[src/sfh_pkg.sv]
package sfh_pkg;

    localparam int CLK_NS        = 10;
    localparam int SCLK_HALF_NS  = 40;
    localparam int SCLK_HALF_CYC = (SCLK_HALF_NS + CLK_NS - 1) / CLK_NS;
    localparam int CS_HIGH_NS    = 50;
    localparam int CS_HIGH_CYC   = (CS_HIGH_NS + CLK_NS - 1) / CLK_NS;
    localparam logic [3:0] HALF_LAST = 4'(SCLK_HALF_CYC - 1);
    localparam logic [3:0] GAP_LAST  = 4'(CS_HIGH_CYC - 1);

    localparam logic [7:0] OP_WRITE_EN   = 8'h06;
    localparam logic [7:0] OP_WRITE_DIS  = 8'h04;
    localparam logic [7:0] OP_VOL_EN     = 8'h50;
    localparam logic [7:0] OP_WR_STAT1   = 8'h01;
    localparam logic [7:0] OP_WR_STAT2   = 8'h31;
    localparam logic [7:0] OP_WR_STAT3   = 8'h11;
    localparam logic [7:0] OP_RD_STAT1   = 8'h05;
    localparam logic [7:0] OP_RD_STAT2   = 8'h35;
    localparam logic [7:0] OP_RD_STAT3   = 8'h15;
    localparam logic [7:0] OP_PWR_DOWN   = 8'hB9;
    localparam logic [7:0] OP_PWR_UP_ID  = 8'hAB;
    localparam logic [7:0] OP_ID_DUAL    = 8'h92;
    localparam logic [7:0] OP_ID_QUAD    = 8'h94;
    localparam logic [7:0] OP_UNIQUE_ID  = 8'h4B;
    localparam logic [7:0] OP_RST_ENABLE = 8'h66;
    localparam logic [7:0] OP_RST_DEVICE = 8'h99;
    localparam logic [7:0] OP_PROG       = 8'h02;
    localparam logic [7:0] OP_PROG_DUAL  = 8'hA2;
    localparam logic [7:0] OP_PROG_QUAD  = 8'h32;
    localparam logic [7:0] OP_PAGE_ER_A  = 8'h81;
    localparam logic [7:0] OP_PAGE_ER_B  = 8'hDB;
    localparam logic [7:0] OP_SECT_ER    = 8'h20;
    localparam logic [7:0] OP_BLK32_ER   = 8'h52;
    localparam logic [7:0] OP_BLK64_ER   = 8'hD8;
    localparam logic [7:0] OP_CHIP_ER_A  = 8'hC7;
    localparam logic [7:0] OP_CHIP_ER_B  = 8'h60;
    localparam logic [7:0] OP_SEC_ERASE  = 8'h44;
    localparam logic [7:0] OP_SEC_PROG   = 8'h42;
    localparam logic [7:0] OP_SEC_READ   = 8'h48;

    localparam logic [1:0] LANES_1 = 2'h0;
    localparam logic [1:0] LANES_2 = 2'h1;
    localparam logic [1:0] LANES_4 = 2'h2;

    localparam logic [7:0] SEC_UPPER = 8'h00;
    localparam logic [6:0] SEC_REG1  = 7'h08;
    localparam logic [6:0] SEC_REG2  = 7'h10;
    localparam logic [6:0] SEC_REG3  = 7'h18;
    localparam logic [8:0] PROG_MAX  = 9'h100;

    localparam logic [5:0] ADDR_CLKS_24 = 6'h18;
    localparam logic [5:0] ADDR_CLKS_32 = 6'h20;
    localparam logic [5:0] BYTE_CLKS    = 6'h08;
    localparam logic [5:0] QUAD_DUMMY   = 6'h04;
    localparam logic [5:0] UID_DUMMY    = 6'h20;

    typedef enum logic [1:0] {ST_IDLE, ST_SHIFT, ST_TAIL, ST_GAP} sfh_state_t;
    typedef enum logic [2:0] {PH_CMD, PH_ADDR, PH_DUMMY, PH_DATA, PH_END} sfh_phase_t;

endpackage

[src/sfh_host.sv]
// Contract
// - All command, address and data bytes shift most significant bit first.
// - Dual address puts odd bits on lane one, even on lane zero.
// - Quad address sends four bits per clock, lane k holds bit k mod 4.
// - Program data carries one to 256 bytes, never more.
// - Security addresses use upper byte zero and a fixed page code.
// - Write enable precedes every program, erase and non-volatile status write.
// - Write enable is a lone 06h frame between chip select edges.
// - Volatile status writes are preceded by opcode 50h.
// - ABh with three dummy bytes wakes the part and returns its identifier.
// - 92h sends address and mode on two lanes, identifiers return on two.
// - 94h sends address and mode on four lanes, identifiers return on four.
// - 4Bh takes four dummy bytes then returns a 128 bit identifier.
`timescale 1ns/100ps
`default_nettype none
module sfh_host
    import sfh_pkg::*;
(
    input  wire logic        mclk,
    input  wire logic        rstn,
    input  wire logic        cmd_valid,
    output logic             cmd_ready,
    input  wire logic [7:0]  cmd_opcode,
    input  wire logic [23:0] cmd_addr,
    input  wire logic [7:0]  cmd_mode,
    input  wire logic        cmd_addr_en,
    input  wire logic        cmd_mode_en,
    input  wire logic [1:0]  cmd_addr_lanes,
    input  wire logic [5:0]  cmd_dummy,
    input  wire logic [1:0]  cmd_data_lanes,
    input  wire logic        cmd_read,
    input  wire logic [8:0]  cmd_len,
    input  wire logic        cmd_volatile,
    input  wire logic [7:0]  wr_data,
    input  wire logic        wr_valid,
    output logic             wr_ready,
    output logic      [7:0]  rd_data,
    output logic             rd_valid,
    input  wire logic        rd_ready,
    output logic             done,
    output logic             refused,
    output logic             powered_down,
    output logic             flash_sclk,
    output logic             flash_cs_n,
    output logic      [3:0]  flash_lane_out,
    output logic      [3:0]  flash_lane_oe,
    input  wire logic [3:0]  flash_lane_in
);
    sfh_state_t  state_r;
    sfh_phase_t  phase_r;
    sfh_phase_t  nph;
    logic        pre_pend_r;
    logic [7:0]  f_op_r;
    logic [31:0] f_aw_r;
    logic [5:0]  f_abits_r;
    logic [1:0]  f_alanes_r;
    logic [5:0]  f_dummy_r;
    logic [1:0]  f_dlanes_r;
    logic        f_rd_r;
    logic [8:0]  f_len_r;
    logic [31:0] shr_r;
    logic [5:0]  clks_r;
    logic [1:0]  wid_r;
    logic [3:0]  div_r;
    logic [3:0]  gap_r;
    logic        sclk_r;
    logic        cs_n_r;
    logic [8:0]  bytes_r;
    logic [7:0]  rxb_r;
    logic        done_r;
    logic        refused_r;
    logic        pd_r;
    logic [3:0]  lane_out_r;
    logic [3:0]  lane_oe_r;
    logic [3:0]  in_s1_r;
    logic [3:0]  in_s2_r;
    logic [5:0]  d_abits;
    logic [1:0]  d_alanes;
    logic [5:0]  d_dummy;
    logic [1:0]  d_dlanes;
    logic        d_rd;
    logic        d_pre;
    logic [7:0]  d_pre_op;
    logic        d_err;
    logic        waiting;
    logic        data_go;
    logic        fall;
    logic        push;
    logic        buf_ready;
    logic        frame_end;

    ////////////////////////////////////////////////////////////////////////////////
    // Each opcode is forced into its fixed frame shape; others follow the descriptor.
    always_comb begin
        d_abits  = cmd_addr_en ? 6'((cmd_mode_en ? ADDR_CLKS_32 : ADDR_CLKS_24) >> cmd_addr_lanes)
                               : 6'h00;
        d_alanes = cmd_addr_lanes;
        d_dummy  = cmd_dummy;
        d_dlanes = cmd_data_lanes;
        d_rd     = cmd_read;
        d_pre    = 1'b0;
        d_pre_op = OP_WRITE_EN;
        d_err    = cmd_len > PROG_MAX;
        case (cmd_opcode)
            OP_WRITE_EN, OP_WRITE_DIS, OP_VOL_EN, OP_RST_ENABLE, OP_PWR_DOWN,
            OP_RST_DEVICE: begin
                d_abits = 6'h00;
                d_dummy = 6'h00;
                d_err   = cmd_len != 9'h000;
                d_pre   = cmd_opcode == OP_RST_DEVICE;
                d_pre_op = OP_RST_ENABLE;
            end
            OP_RD_STAT1, OP_RD_STAT2, OP_RD_STAT3, OP_PWR_UP_ID, OP_UNIQUE_ID: begin
                d_abits  = (cmd_opcode == OP_PWR_UP_ID && cmd_len != 9'h000) ? ADDR_CLKS_24
                                                                              : 6'h00;
                d_alanes = LANES_1;
                d_dummy  = (cmd_opcode == OP_UNIQUE_ID) ? UID_DUMMY : 6'h00;
                d_dlanes = LANES_1;
                d_rd     = 1'b1;
            end
            OP_WR_STAT1, OP_WR_STAT2, OP_WR_STAT3: begin
                d_abits  = 6'h00;
                d_dummy  = 6'h00;
                d_dlanes = LANES_1;
                d_rd     = 1'b0;
                d_err    = cmd_len == 9'h000 || cmd_len > ((cmd_opcode == OP_WR_STAT1) ? 9'h002
                                                                                      : 9'h001);
                d_pre    = 1'b1;
                d_pre_op = cmd_volatile ? OP_VOL_EN : OP_WRITE_EN;
            end
            OP_ID_DUAL, OP_ID_QUAD: begin
                d_alanes = (cmd_opcode == OP_ID_DUAL) ? LANES_2 : LANES_4;
                d_abits  = 6'(ADDR_CLKS_32 >> d_alanes);
                d_dummy  = (cmd_opcode == OP_ID_QUAD) ? QUAD_DUMMY : 6'h00;
                d_dlanes = d_alanes;
                d_rd     = 1'b1;
            end
            OP_PROG, OP_PROG_DUAL, OP_PROG_QUAD, OP_SEC_PROG: begin
                d_abits  = ADDR_CLKS_24;
                d_alanes = LANES_1;
                d_dummy  = 6'h00;
                d_dlanes = (cmd_opcode == OP_PROG_DUAL) ? LANES_2 :
                           (cmd_opcode == OP_PROG_QUAD) ? LANES_4 : LANES_1;
                d_rd     = 1'b0;
                d_err    = cmd_len == 9'h000 || cmd_len > PROG_MAX;
                d_pre    = 1'b1;
            end
            OP_PAGE_ER_A, OP_PAGE_ER_B, OP_SECT_ER, OP_BLK32_ER, OP_BLK64_ER, OP_SEC_ERASE,
            OP_CHIP_ER_A, OP_CHIP_ER_B: begin
                d_abits  = (cmd_opcode == OP_CHIP_ER_A || cmd_opcode == OP_CHIP_ER_B)
                           ? 6'h00 : ADDR_CLKS_24;
                d_alanes = LANES_1;
                d_dummy  = 6'h00;
                d_err    = cmd_len != 9'h000;
                d_pre    = 1'b1;
            end
            default: begin
            end
        endcase
        if ((cmd_opcode == OP_SEC_PROG || cmd_opcode == OP_SEC_ERASE || cmd_opcode == OP_SEC_READ)
            && (cmd_addr[23:16] != SEC_UPPER || (cmd_addr[15:9] != SEC_REG1
            && cmd_addr[15:9] != SEC_REG2 && cmd_addr[15:9] != SEC_REG3))) begin
            d_err = 1'b1;
        end
        if (pd_r && cmd_opcode != OP_PWR_UP_ID) begin
            d_err = 1'b1;
        end
    end

    always_comb begin
        case (phase_r)
            PH_CMD:   nph = pre_pend_r ? PH_END :
                            (f_abits_r != 6'h00) ? PH_ADDR :
                            (f_dummy_r != 6'h00) ? PH_DUMMY :
                            (f_len_r != 9'h000) ? PH_DATA : PH_END;
            PH_ADDR:  nph = (f_dummy_r != 6'h00) ? PH_DUMMY :
                            (f_len_r != 9'h000) ? PH_DATA : PH_END;
            PH_DUMMY: nph = (f_len_r != 9'h000) ? PH_DATA : PH_END;
            default:  nph = (bytes_r == 9'h001) ? PH_END : PH_DATA;
        endcase
    end

    // A full read buffer holds the serial clock low, so no byte is ever dropped.
    assign waiting   = state_r == ST_SHIFT && phase_r == PH_DATA && clks_r == 6'h00;
    assign data_go   = waiting && (f_rd_r ? buf_ready : wr_valid);
    assign wr_ready  = waiting && !f_rd_r && wr_valid;
    assign fall      = state_r == ST_SHIFT && !waiting && sclk_r && div_r == HALF_LAST;
    assign push      = fall && phase_r == PH_DATA && f_rd_r && clks_r == 6'h01;
    assign frame_end = state_r == ST_GAP && gap_r == GAP_LAST && !pre_pend_r;
    assign cmd_ready = state_r == ST_IDLE;

    ////////////////////////////////////////////////////////////////////////////////
    always_ff @(posedge mclk or negedge rstn) begin
        if (!rstn) begin
            state_r    <= ST_IDLE;
            phase_r    <= PH_CMD;
            pre_pend_r <= 1'b0;
            f_op_r     <= 8'h00;
            f_aw_r     <= 32'h0000_0000;
            f_abits_r  <= 6'h00;
            f_alanes_r <= LANES_1;
            f_dummy_r  <= 6'h00;
            f_dlanes_r <= LANES_1;
            f_rd_r     <= 1'b0;
            f_len_r    <= 9'h000;
            shr_r      <= 32'h0000_0000;
            clks_r     <= 6'h00;
            wid_r      <= LANES_1;
            div_r      <= 4'h0;
            gap_r      <= 4'h0;
            sclk_r     <= 1'b0;
            cs_n_r     <= 1'b1;
            bytes_r    <= 9'h000;
            rxb_r      <= 8'h00;
        end else begin
            case (state_r)
                ST_IDLE: begin
                    if (cmd_valid && !d_err) begin
                        f_op_r     <= cmd_opcode;
                        f_aw_r     <= (cmd_opcode == OP_PWR_UP_ID) ? 32'h0000_0000
                                                                   : {cmd_addr, cmd_mode};
                        f_abits_r  <= d_abits;
                        f_alanes_r <= d_alanes;
                        f_dummy_r  <= d_dummy;
                        f_dlanes_r <= d_dlanes;
                        f_rd_r     <= d_rd;
                        f_len_r    <= cmd_len;
                        pre_pend_r <= d_pre;
                        shr_r      <= {(d_pre ? d_pre_op : cmd_opcode), 24'h00_0000};
                        cs_n_r     <= 1'b0;
                        phase_r    <= PH_CMD;
                        clks_r     <= BYTE_CLKS;
                        wid_r      <= LANES_1;
                        div_r      <= 4'h0;
                        state_r    <= ST_SHIFT;
                    end
                end
                ST_SHIFT: begin
                    if (waiting) begin
                        if (data_go) begin
                            shr_r  <= {wr_data, 24'h00_0000};
                            clks_r <= 6'(BYTE_CLKS >> f_dlanes_r);
                            wid_r  <= f_dlanes_r;
                            div_r  <= 4'h0;
                        end
                    end else if (div_r != HALF_LAST) begin
                        div_r <= div_r + 4'h1;
                    end else begin
                        div_r  <= 4'h0;
                        sclk_r <= !sclk_r;
                        if (!sclk_r && phase_r == PH_DATA && f_rd_r) begin
                            case (f_dlanes_r)
                                LANES_2: rxb_r <= {rxb_r[5:0], flash_lane_in_s()};
                                LANES_4: rxb_r <= {rxb_r[3:0], in_s2_r};
                                default: rxb_r <= {rxb_r[6:0], in_s2_r[1]};
                            endcase
                        end
                        if (sclk_r) begin
                            if (clks_r > 6'h01) begin
                                clks_r <= clks_r - 6'h01;
                                case (wid_r)
                                    LANES_2: shr_r <= {shr_r[29:0], 2'h0};
                                    LANES_4: shr_r <= {shr_r[27:0], 4'h0};
                                    default: shr_r <= {shr_r[30:0], 1'h0};
                                endcase
                            end else begin
                                if (phase_r == PH_DATA) begin
                                    bytes_r <= bytes_r - 9'h001;
                                end
                                phase_r <= nph;
                                case (nph)
                                    PH_ADDR: begin
                                        shr_r  <= f_aw_r;
                                        clks_r <= f_abits_r;
                                        wid_r  <= f_alanes_r;
                                    end
                                    PH_DUMMY: clks_r <= f_dummy_r;
                                    PH_DATA: begin
                                        clks_r <= 6'h00;
                                        if (phase_r != PH_DATA) begin
                                            bytes_r <= f_len_r;
                                        end
                                    end
                                    default: state_r <= ST_TAIL;
                                endcase
                            end
                        end
                    end
                end
                ST_TAIL: begin
                    div_r <= div_r + 4'h1;
                    if (div_r == HALF_LAST) begin
                        cs_n_r  <= 1'b1;
                        gap_r   <= 4'h0;
                        state_r <= ST_GAP;
                    end
                end
                default: begin
                    gap_r <= gap_r + 4'h1;
                    if (gap_r == GAP_LAST) begin
                        if (pre_pend_r) begin
                            pre_pend_r <= 1'b0;
                            shr_r      <= {f_op_r, 24'h00_0000};
                            cs_n_r     <= 1'b0;
                            phase_r    <= PH_CMD;
                            clks_r     <= BYTE_CLKS;
                            wid_r      <= LANES_1;
                            div_r      <= 4'h0;
                            state_r    <= ST_SHIFT;
                        end else begin
                            state_r <= ST_IDLE;
                        end
                    end
                end
            endcase
        end
    end

    function automatic logic [1:0] flash_lane_in_s();
        return in_s2_r[1:0];
    endfunction

    ////////////////////////////////////////////////////////////////////////////////
    // Dummy clocks and read data release every lane so the flash can drive them.
    always_ff @(posedge mclk or negedge rstn) begin
        if (!rstn) begin
            lane_out_r <= 4'h0;
            lane_oe_r  <= 4'h0;
        end else if (state_r == ST_SHIFT && (phase_r == PH_CMD || phase_r == PH_ADDR
                     || (phase_r == PH_DATA && !f_rd_r))) begin
            case (wid_r)
                LANES_2: begin
                    lane_out_r <= {2'h0, shr_r[31:30]};
                    lane_oe_r  <= 4'h3;
                end
                LANES_4: begin
                    lane_out_r <= shr_r[31:28];
                    lane_oe_r  <= 4'hF;
                end
                default: begin
                    lane_out_r <= {3'h0, shr_r[31]};
                    lane_oe_r  <= 4'h1;
                end
            endcase
        end else begin
            lane_out_r <= 4'h0;
            lane_oe_r  <= 4'h0;
        end
    end

    always_ff @(posedge mclk or negedge rstn) begin
        if (!rstn) begin
            in_s1_r <= 4'h0;
            in_s2_r <= 4'h0;
        end else begin
            in_s1_r <= flash_lane_in;
            in_s2_r <= in_s1_r;
        end
    end

    always_ff @(posedge mclk or negedge rstn) begin
        if (!rstn) begin
            done_r    <= 1'b0;
            refused_r <= 1'b0;
            pd_r      <= 1'b0;
        end else begin
            done_r    <= frame_end;
            refused_r <= cmd_ready && cmd_valid && d_err;
            if (frame_end && f_op_r == OP_PWR_DOWN) begin
                pd_r <= 1'b1;
            end else if (frame_end && f_op_r == OP_PWR_UP_ID) begin
                pd_r <= 1'b0;
            end
        end
    end

    // Reads stop after the requested count; the part would repeat forever.
    sfh_buf #(
        .WIDTH (8),
        .DEPTH (2)
    ) u_rd_buf (
        .mclk      (mclk),
        .rstn      (rstn),
        .in_data   (rxb_r),
        .in_valid  (push),
        .in_ready  (buf_ready),
        .out_data  (rd_data),
        .out_valid (rd_valid),
        .out_ready (rd_ready)
    );

    assign done           = done_r;
    assign refused        = refused_r;
    assign powered_down   = pd_r;
    assign flash_sclk     = sclk_r;
    assign flash_cs_n     = cs_n_r;
    assign flash_lane_out = lane_out_r;
    assign flash_lane_oe  = lane_oe_r;
endmodule
`default_nettype wire

[src/sfh_buf.sv]
`timescale 1ns/100ps
`default_nettype none
module sfh_buf #(
    parameter int WIDTH = 8,
    parameter int DEPTH = 2
) (
    input  wire logic             mclk,
    input  wire logic             rstn,
    input  wire logic [WIDTH-1:0] in_data,
    input  wire logic             in_valid,
    output logic                  in_ready,
    output logic      [WIDTH-1:0] out_data,
    output logic                  out_valid,
    input  wire logic             out_ready
);
    localparam int AW = $clog2(DEPTH);

    logic [WIDTH-1:0] mem_r [DEPTH];
    logic [AW:0]      wr_ptr_r;
    logic [AW:0]      rd_ptr_r;

    // The extra pointer bit tells a full buffer from an empty one.
    assign in_ready  = (wr_ptr_r[AW] == rd_ptr_r[AW]) || (wr_ptr_r[AW-1:0] != rd_ptr_r[AW-1:0]);
    assign out_valid = wr_ptr_r != rd_ptr_r;
    assign out_data  = mem_r[rd_ptr_r[AW-1:0]];

    always_ff @(posedge mclk or negedge rstn) begin
        if (!rstn) begin
            wr_ptr_r <= '0;
        end else if (in_valid && in_ready) begin
            wr_ptr_r <= wr_ptr_r + 1'b1;
        end
    end

    always_ff @(posedge mclk) begin
        if (in_valid && in_ready) begin
            mem_r[wr_ptr_r[AW-1:0]] <= in_data;
        end
    end

    always_ff @(posedge mclk or negedge rstn) begin
        if (!rstn) begin
            rd_ptr_r <= '0;
        end else if (out_valid && out_ready) begin
            rd_ptr_r <= rd_ptr_r + 1'b1;
        end
    end
endmodule
`default_nettype wire

[config.mk]
export PLATFORM = sky130hd
export DESIGN_NAME = sfh_host
export DESIGN_NICKNAME = d
export VERILOG_FILES = /design/src/sfh_pkg.sv /design/src/sfh_host.sv /design/src/sfh_buf.sv
export SDC_FILE = /design/constraint.sdc
export NUM_CORES = 1
export LEC_CHECK = 0
export BUFFER_PORTS_ARGS = -buffer_cell sky130_fd_sc_hd__buf_2
export CAP_MARGIN = 25
export CORE_MARGIN = 2
export CORE_UTILIZATION = 59
export CTS_CLUSTER_DIAMETER = 120
export DETAILED_ROUTE_END_ITERATION = 16
export PLACE_DENSITY = 0.82
export REMOVE_ABC_BUFFERS = 1
export SYNTH_ARGS = -nofsm -noshare
export SYNTH_HDL_FRONTEND = slang
export SYNTH_SLANG_ARGS = --single-unit
[constraint.sdc]
create_clock -name mclk -period 3.04 [get_ports mclk]
set_input_delay 0.152 -clock mclk [delete_from_list [all_inputs] [get_ports mclk]]
set_output_delay 0.152 -clock mclk [all_outputs]
set_load 0.005 [all_outputs]
---- Word-level counts from Yosys, hierarchy flattened ----
Memory sizes are Yosys's and may differ from the RTL's.
Cells that the tools add are included.
word-level totals
  ROM bits ................................ 0
  logic and storage cells ................. 318
  memories kept ........................... 1
  bits in latches ......................... 0
  output and inout port bits .............. 24
  flip-flop bits (word level) ............. 162
  bits in writable memories ............... 16
memory list
  name            depth  width  read ports  clocked after memory_dff  write ports  line           text
  u_rd_buf.mem_r  2      8      1           0                         1            sfh_buf.sv:18  logic [WIDTH-1:0] mem_r [DEPTH];
cells by class
  multiply operators ...................... 0
  div/mod/pow operators ................... 0
  shift operators ......................... 3
  reductions and logical operators ........ 90
  magnitude comparators ................... 3
  add/sub/neg operators ................... 6
  equality and inequality tests ........... 71
  bitwise gates (word level) .............. 7
  mux-type cells .......................... 108
operators by type and width
  cell                                                  number
  two-way mux 32 bit                                    10
  equality test 8 bit (second input constant)           12
  case mux 32 bit (3 select lines)                      1
  two-way mux 6 bit                                     11
  equality test 8 x 7 -> 1 bit (second input constant)  8
  case mux 32 bit (2 select lines)                      1
  case mux 6 bit (3 select lines)                       3
  two-way mux 2 bit                                     21
  two-way mux 3 bit                                     13
  two-way mux 4 bit                                     9
  equality test 8 x 6 -> 1 bit (second input constant)  4
  AND reduction 8 bit                                   4
  case mux 6 bit (5 select lines)                       1
  logical AND 1 bit                                     29
  two-way mux 9 bit                                     3
  equality test 8 x 3 -> 1 bit (second input constant)  3
  case mux 4 bit (2 select lines)                       3
  OR reduction 21 bit                                   1
  case mux 2 bit (3 select lines)                       3
  case mux 3 bit (3 select lines)                       2
  nonzero test 9 bit                                    2
  OR reduction 17 bit                                   1
  equality test 8 x 5 -> 1 bit (second input constant)  2
  case mux 8 bit (2 select lines)                       1
  other kinds (69)                                      140

---- Longest topological paths before layout ----
Gate-level depths: netlist of the first run.
  word-level depth ........................ 14
  depth in mapped cells ................... 14

---- Hierarchy ----
A second synthesis of the first run with hierarchy kept.
unflattened totals
  cell total of the unflattened synthesis .. 1115
  area total of the unflattened synthesis .. 10067.2 µm²
by module, submodules not included
  module    sequential area each (µm²)  area each (µm²)  cells each  instances
  sfh_host  3930.0                      9236.4           1061        1
  sfh_buf   580.6                       830.8            54          1

---- Worst setup path before layout of the first run ----
Ideal clock, no wire load.
  path type ............................... in2reg
  start point ............................. input cmd_opcode[3]
  end point ............................... register shr_r[1]
  stages on the path ...................... 12
  setup time .............................. 128 ps
  setup slack ............................. 86 ps
  arrival ................................. 2826 ps
  cell sequence ........................... buf_4 nor4_2 nand3_1 ha_1 nor2b_1 a2bb2oi_1 o32a_1 a21oi_2 a31oi_4 nor2_2 buf_4 mux2_1
between the ends
  cells in the longest elaborated chain, start to end .. 11
  elaborated cells between the ends (all ways) .. 40
ends and longest elaborated chain
  what                                  line                              text
  from (decl)                           sfh_host.sv:23                    input wire logic [7:0] cmd_opcode,
  equality test 8 x 1 -> 1 bit          sfh_host.sv:104, sfh_host.sv:126
  two-way mux 2 bit                     sfh_host.sv:126                   d_err = cmd_len == 9'h000 || cmd_len > ((cmd_opcode == OP_WR_STAT1) ? 9'h002
  > comparator 9 x 2 -> 1 bit           sfh_host.sv:126
  logical OR 1 bit                      sfh_host.sv:126
  case mux 1 bit (3 select lines)       sfh_host.sv:104                   case (cmd_opcode)
  two-way mux 1 bit                     sfh_host.sv:160                   if ((cmd_opcode == OP_SEC_PROG || cmd_opcode == OP_SEC_ERASE || cmd_opcode == OP_SEC_READ)
  two-way mux 1 bit (*)                 sfh_host.sv:165                   if (pd_r && cmd_opcode != OP_PWR_UP_ID) begin
  logical NOT 1 bit (*)                 sfh_host.sv:218                   if (cmd_valid && !d_err) begin
  logical AND 1 bit (*)                 sfh_host.sv:218
  != test 2 x 1 -> 1 bit (no line) (*)  --
  AND reduction 8 bit (no line) (*)     --
  to (signal assigned)                  sfh_host.sv:229                   shr_r <= {(d_pre ? d_pre_op : cmd_opcode), 24'h00_0000};
  to (signal assigned)                  sfh_host.sv:241                   shr_r <= {wr_data, 24'h00_0000};
  to (signal assigned)                  sfh_host.sv:262                   LANES_2: shr_r <= {shr_r[29:0], 2'h0};
  to (decl)                             sfh_host.sv:61                    logic [31:0] shr_r;
Every way passes the cells marked *; elsewhere a longest branch is shown, timed or not.
A chain may end at the register's enable or synchronous reset.

---- Final worst setup path of the first run ----
  start point ............................. register clks_r[0]
  end point ............................... register phase_r[0]
between the ends
  cells in the longest elaborated chain, start to end .. 4
  elaborated cells between the ends (all ways) .. 6
ends and longest elaborated chain
  what                                                                                 line             text
  from (decl)                                                                          sfh_host.sv:62   logic [5:0] clks_r;
  from (signal assigned)                                                               sfh_host.sv:242  clks_r <= 6'(BYTE_CLKS >> f_dlanes_r);
  from (signal assigned)                                                               sfh_host.sv:260  clks_r <= clks_r - 6'h01;
  from (signal assigned)                                                               sfh_host.sv:274  clks_r <= f_abits_r;
  parallel branches: the longest is 3 deep, another holds > comparator 6 x 1 -> 1 bit  --
  AND reduction 8 bit (no line) (*)                                                    --
  to (signal assigned)                                                                 sfh_host.sv:270  phase_r <= nph;
  to (decl)                                                                            sfh_host.sv:50   sfh_phase_t phase_r;
Every way passes the cells marked *.

==> out/metrics.yaml, run 1 <==
htreeDepth: 4
drt_iter0_drc: 911
synth_area_um2: 10200
setup_viol: 0
slowest_delay_ns: 0.50
p_leak_nw: 5.45
num_rows: 48
power.density_nw_per_um2: 847
multi_input_area_um2: 5270
ys_seq_area_share_pct: 44.0
postSynthCellCount: 1123
status: "completed"
crit_fanout: 10
worstPathArrival_ns: 3.15
rsz0062_at_grt: "false"
vias: 9333
dp.cells: 1422
cts_buffers: 17
dr.pass1.iters: 5
wl_per_cell_um: 18.0
crit_top_cell: "nand2_1"
remaining_drc_errors: 0
area_delta_synth_final_pct: 19.6
clk_latency_ns: 0.43
critPathSlowestCell: "o21a_1"
core_um2: 17100
clkTransAtPathRegs_ns: 0.07
r2r_slack_ns: 0.22
switchingPower_mw: 4.27
cts_root_buf: "clkbuf_16"
clock-skew-final_ns: 0.00905
hold_depth: 2
globalRouteTotalUtil_pct: 29.9
antenna_found_initial: 0
layout_commonest_cell: "nand2_1"
ios: 104
ys_types: 90
end_kind: "flop"
final_cell_mix: "nand2_1, dfrtp_1, o21ai_0"
fin_crit_ns: 2.82
worstPathRequired_ns: 3.36
antenna_left: 0
maxSlewViolCount: 0
synth-async-reset-ratio_pct: 91.0
yosys_register_bits: 177
synth_ff_type: "dfrtp_1"
initial_core_util_pct: 59.8
vias_per_cell: 6.21
dp_hpwl_um: 18200
criticalPathCategory: "reg2reg"
drive_gt1_share_pct: 17.1
fp.dieH_um: 136
fin_crit_sh_pct: 92.9
timing.final.hold_violations: 0
max_slew_margin_pct: 27.4
crit_start: "clks_r[0]"
r2r_start: "clks_r[0]"
regArea_um2: 4510
reg2reg_to: "phase_r[0]"
cts.repair.resized: 0
setup.worst_path.start_class: "flop"
synth_edf_count: 16
reg2regPathDepth: 8
fp.dieW_um: 136
fillerInstances: 1199
cp_cell_sequence: "inv_1 > ha_1 > o21a_1 > nand2_1 > o21ai_0 > nand2_1 > or2_1 > o41ai_2"
hold_path.class: "in2reg"
pwr-share-clk_pct: 22.1
hold_end: "f_len_r[1]"
grt_overflow: 0
grt_pass1_wl_um: 44000
drt-total-wl_um: 27000
fin_area_um2: 12300
comb_power_share_pct: 42.1
cts_tree: "yes"
avgSynthCellArea_um2: 9.12
placed_cell_area_um2: 11100
vdd_ir_drop_max_v: 0.000511
hp-start: "cmd_len[1]"
internal-power_mw: 6.11
nets: 1367
seqPwrFrac_pct: 35.8
gp_congestion: 0.990
final_cells: 1504
drv_cap: 0
clock-sinks: 177
ys_warn_count: 0
die_area_um2: 18400
worst_pin_slew_ns: 1.08
clk_path_buf_depth: 2
grt_max_degree: 75
port_buffers: 103
grt_pass1_vias: 8740
clock.fmax_ghz: 0.354
swShare_pct: 41.2
## state kept, by name, summed over array words and instances (netlist names), 3 cells and up
signal          cells
f_aw_r             32
shr_r              32
flash_lane_oe       3
bytes_r             9
f_op_r              8
rxb_r               8
div_r               4
flash_lane_out      4
f_dummy_r           6
gap_r               4
f_abits_r           6
f_len_r             9
in_s1_r             4
clks_r              6
phase_r             3
in_s2_r             4
u_rd_buf.mem_r     16
## power by group through the flow
stage	clock network, mW	logic [mW]	registers (mW)
floorplan	0	2.89	3.52
global placement	0	4.06	3.69
detailed placement	0	4.20	3.72
CTS	2.30	4.29	3.69
global route	2.41	4.81	3.79
finish	2.29	4.37	3.72
## cell usage after synthesis, types with 6 or more instances
cell type	instances	area [µm²]
a211oi_1	7	52.6
a21oi_1	58	290
a221oi_1	8	70.1
a22oi_1	36	270
a2bb2oi_1	8	70.1
a31oi_1	9	56.3
a32oi_1	6	52.6
and2_1	7	43.8
and3_1	6	37.5
buf_2	11	55.1
buf_4	9	67.6
clkbuf_1	51	191
dfrtp_1	160	4000
edfxtp_1	16	480
ha_1	22	275
inv_1	39	146
mux2_1	51	574
mux2_2	9	101
mux2i_1	9	90.1
nand2_1	217	815
nand2b_1	7	43.8
nand3_1	26	130
nor2_1	50	188
nor2b_1	10	62.6
nor3_1	21	105
nor4_1	6	37.5
o21ai_0	104	521
o21ai_1	18	90.1
o221ai_1	7	61.3
o31ai_1	7	52.6
xor2_1	7	61.3
## how the worst max path moves through the flow
| stage | end | slack, ns |
|---|---|---|
| CTS | phase_r[0] | 0.28 |
| global placement | clks_r[0] | 0.18 |
| global route | phase_r[0] | 0.01 |
| detailed placement | shr_r[18] | 0.1 |
| finish | phase_r[0] | 0.22 |
| floorplan | f_len_r[1] | -1.25 |
## final cells by class
cell class                      instances  area share [%]
Antenna cell                            1          0.0204
Clock inverter                         15            1.59
Clock buffer                           17            3.47
Multi-Input combinational cell        831            43.0
Timing Repair Buffer                  199            11.6
Inverter                               39            1.19
Sequential cell                       177            36.8
Tap cell                              225            2.30
## cells by family after synthesis
group / Yosys count / share of synthesized area (%)
mux: 69 / 7.48
compound gates: 321 / 20.9
flops: 177 / 44.0
simple gates: 408 / 19.3
fa+ha+maj: 22 / 2.69
xor+xnor: 11 / 0.940
buf+inv: 115 / 4.68
## metal layers
metal | GRT usage [%] | routed length, µm | vias to the layer above
met5 | 0 | 0 | -
met4 | 9.90 | 748 | 0
met3 | 5.13 | 1960 | 72
met2 | 47.7 | 12800 | 422
met1 | 41.6 | 11500 | 4503
li1 | - | - | 4336
## worst max-delay path, delay by kind of cell, from the launching register on
kind / cells / cell delay [ns]
buf+inv: 1 / 0.11
compound gates: 3 / 1.08
flops: 1 / 0.42
fa+ha+maj: 1 / 0.39
simple gates: 3 / 0.71
## per-stage QoR
stage / power [mW] / util [%] / worst slack, ns / hold slack, ns / TNS (ns)
5_1_grt: 11.0 / 71.6 / 0.0104 / 0.0178 / 0
6_report: 10.4 / 71.6 / 0.216 / 0.00479 / 0
3_5_place_dp: 7.92 / 65.1 / 0.0994 / 0.195 / 0
4_1_cts: 10.3 / 71.6 / 0.283 / 0.000793 / 0
2_1_floorplan: 6.41 / - / -1.25 / -0.144 / -84.75
3_3_place_gp: 7.75 / 65.1 / 0.178 / 0.202 / 0
## what timing repair did
action | CTS | global route
buffers inserted | 0 | 0
hold buffers | 49 | 0
hold endpoints to repair | 115 | 0
No activity file was read; power rests on OpenSTA's default activity.
==> run 2, diff against run 1 <==
--- a/config.mk
+++ b/config.mk
@@ -9,6 +9,7 @@
 export CAP_MARGIN = 25
 export CORE_MARGIN = 2
 export CORE_UTILIZATION = 59
+export CTS_BUF_LIST = sky130_fd_sc_hd__clkbuf_8
 export CTS_CLUSTER_DIAMETER = 120
 export DETAILED_ROUTE_END_ITERATION = 16
 export PLACE_DENSITY = 0.82
==> out/metrics.yaml, run 2 (synthesis results as in run 1) <==
status: "completed"
worstPathArrival_ns: 3.34  # +0.19 ns
clock.fmax_ghz: 0.342  # -3.4%
n_antenna_cell: 0  # -1
clk_path_buf_depth: 2  # unchanged
crit_fanout: 7  # -3
clkTransAtPathRegs_ns: 0.10  # +0.03 ns
grt_pass1_vias: 8626  # -1.3%
fp.dieH_um: 136  # unchanged
pre_cts_ws_ns: 0.0994  # unchanged
gp_congestion: 0.990  # unchanged
dr.pass1.iters: 6  # +1
slowest_delay_ns: 0.59  # +0.09 ns
num_rows: 48  # unchanged
vdd_ir_drop_max_v: 0.000512  # +0.17%
initial_core_util_pct: 59.8  # unchanged
htreeDepth: 4  # unchanged
tns_ns: 0  # unchanged
grt_max_degree: 75  # unchanged
worst_pin_slew_ns: 0.969  # -0.106 ns
layout_commonest_cell: "nand2_1"
core_um2: 17100  # unchanged
drv_cap: 0  # unchanged
cts_buffers: 17  # unchanged
timing.final.hold_violations: 0  # unchanged
worstPathRequired_ns: 3.45  # +0.09 ns
ios: 104  # unchanged
antenna_left: 0  # unchanged
crit_top_cell: "dlygate4sd3_1"
placed_cell_area_um2: 11100  # unchanged
dp.cells: 1422  # unchanged
criticalPathCategory: "in2reg"
cp_cell_sequence: "dlygate4sd3_1 > buf_2 > ha_1 > nor2b_1 > a2bb2oi_1 > o32a_1 > a21oi_4 > buf_4 > nand4_4 > buf_12 > o41ai_1 > dlygate4sd3_1"
power.density_nw_per_um2: 803  # -5.2%
wl_per_cell_um: 17.8  # -0.94%
drt_iter0_drc: 985  # +8.1%
die_area_um2: 18400  # unchanged
clk_latency_ns: 0.47  # +0.04 ns
vias: 9401  # +0.73%
area_delta_synth_final_pct: 19.6  # unchanged
fin_crit_ns: 2.92  # +0.101 ns
clock-sinks: 177  # unchanged
maxSlewViolCount: 0  # unchanged
grt_pass1_wl_um: 43600  # -0.91%
dp_hpwl_um: 18200  # unchanged
final_cell_mix: "nand2_1, dfrtp_1, o21ai_0"
vias_per_cell: 6.19  # -0.20%
p_total_mw: 9.84  # -5.2%
rsz0062_at_grt: "false"
clock-skew-final_ns: 0.0142  # +0.00518 ns
end_kind: "flop"
grt_overflow: 0  # unchanged
fin_crit_sh_pct: 96.2  # +3.3 points
setup_viol: 0  # unchanged
nets: 1382  # +1.1%
cts_root_buf: "clkbuf_8"
remaining_drc_errors: 0  # unchanged
cp_num_buf_inv: 5  # +4
critPathSlowestCell: "dlygate4sd3_1"
antenna_found_initial: 0  # unchanged
max_slew_margin_pct: 34.6  # +7.2 points
drt-total-wl_um: 27000  # about the same
port_buffers: 103  # unchanged
setup.worst_path.start_class: "input pin"
cts_tree: "yes"
setup_ws_ns: 0.115  # -0.101 ns
globalRouteTotalUtil_pct: 29.5  # -0.32 points
final_cells: 1518  # +0.93%
hold_path.class: "in2reg"
fp.dieW_um: 136  # unchanged
critPathTopFamily: "buffers and inverters"
drive_gt1_share_pct: 17.4  # +0.34 points
p_leak_nw: 5.46  # +0.14%
fin_area_um2: 12300  # unchanged
[run 2: worst paths after layout]
check / startpoint / to / slack (ns) / cells past startpoint
min in group asynchronous: rstn / f_len_r[5] / 0.23 / 2
max in group asynchronous: rstn / rxb_r[5] / 1.95 / 3
worst max-delay path: cmd_len[1] / f_abits_r[1] / 0.12 / 12
worst min-delay path: cmd_dummy[2] / f_dummy_r[2] / 0.01 / 3
worst max register to register: clks_r[0] / phase_r[0] / 0.23 / 8
worst min register to register: in_s1_r[3] / in_s2_r[3] / 0.35 / 0
[run 2: cell type report]
class	instances	area [µm²]
multi-input combinational	831	5290
timing repair buffer	214	1600
clock inverter	15	195
clock buffer	17	234
sequential	177	4510
fill	1213	4860
tap	225	282
inverter	39	146
[run 2: per-layer routing]
metal / GRT usage [%] / wire, µm / part of all wire, %
met1: 41.2 / 11600 / 43
met2: 47.3 / 12900 / 48
met3: 5.05 / 1940 / 7.2
met4: 9.61 / 594 / 2.2
met5: 0 / 0 / 0
[run 2: where the power goes]
| group | internal [mW] | switching (mW) | total (mW) | leakage, nW |
|---|---|---|---|---|
| Sequential | 3.05 | 0.663 | 3.71 | 2.23 |
| Clock | 0.775 | 0.959 | 1.73 | 0.207 |
| Combinational | 1.83 | 2.57 | 4.40 | 3.03 |
| Total | 5.65 | 4.20 | 9.84 | 5.46 |
[run 2: through the flow]
| step | utilization, % | hold slack [ns] |
|---|---|---|
| floorplan | - | -0.144 |
| global placement | 65.1 | 0.202 |
| detailed placement | 65.1 | 0.195 |
| CTS | 71.1 | 0.00324 |
| global route | 71.6 | 0.00367 |
| finish | 71.6 | 0.0105 |
[run 2: tightest hold or removal path, stage by stage]
cell and delay (ns):
buf_2 0.08, a21oi_1 0.06, o21ai_0 0.15
[run 2: timing repair]
item | 4_1_cts | 5_1_grt
hold buffers | 59 | 0
endpoints found under the setup margin | 0 | 2
resized for setup | 0 | 3
setup buffers | 0 | 3
hold endpoints to repair | 125 | 0
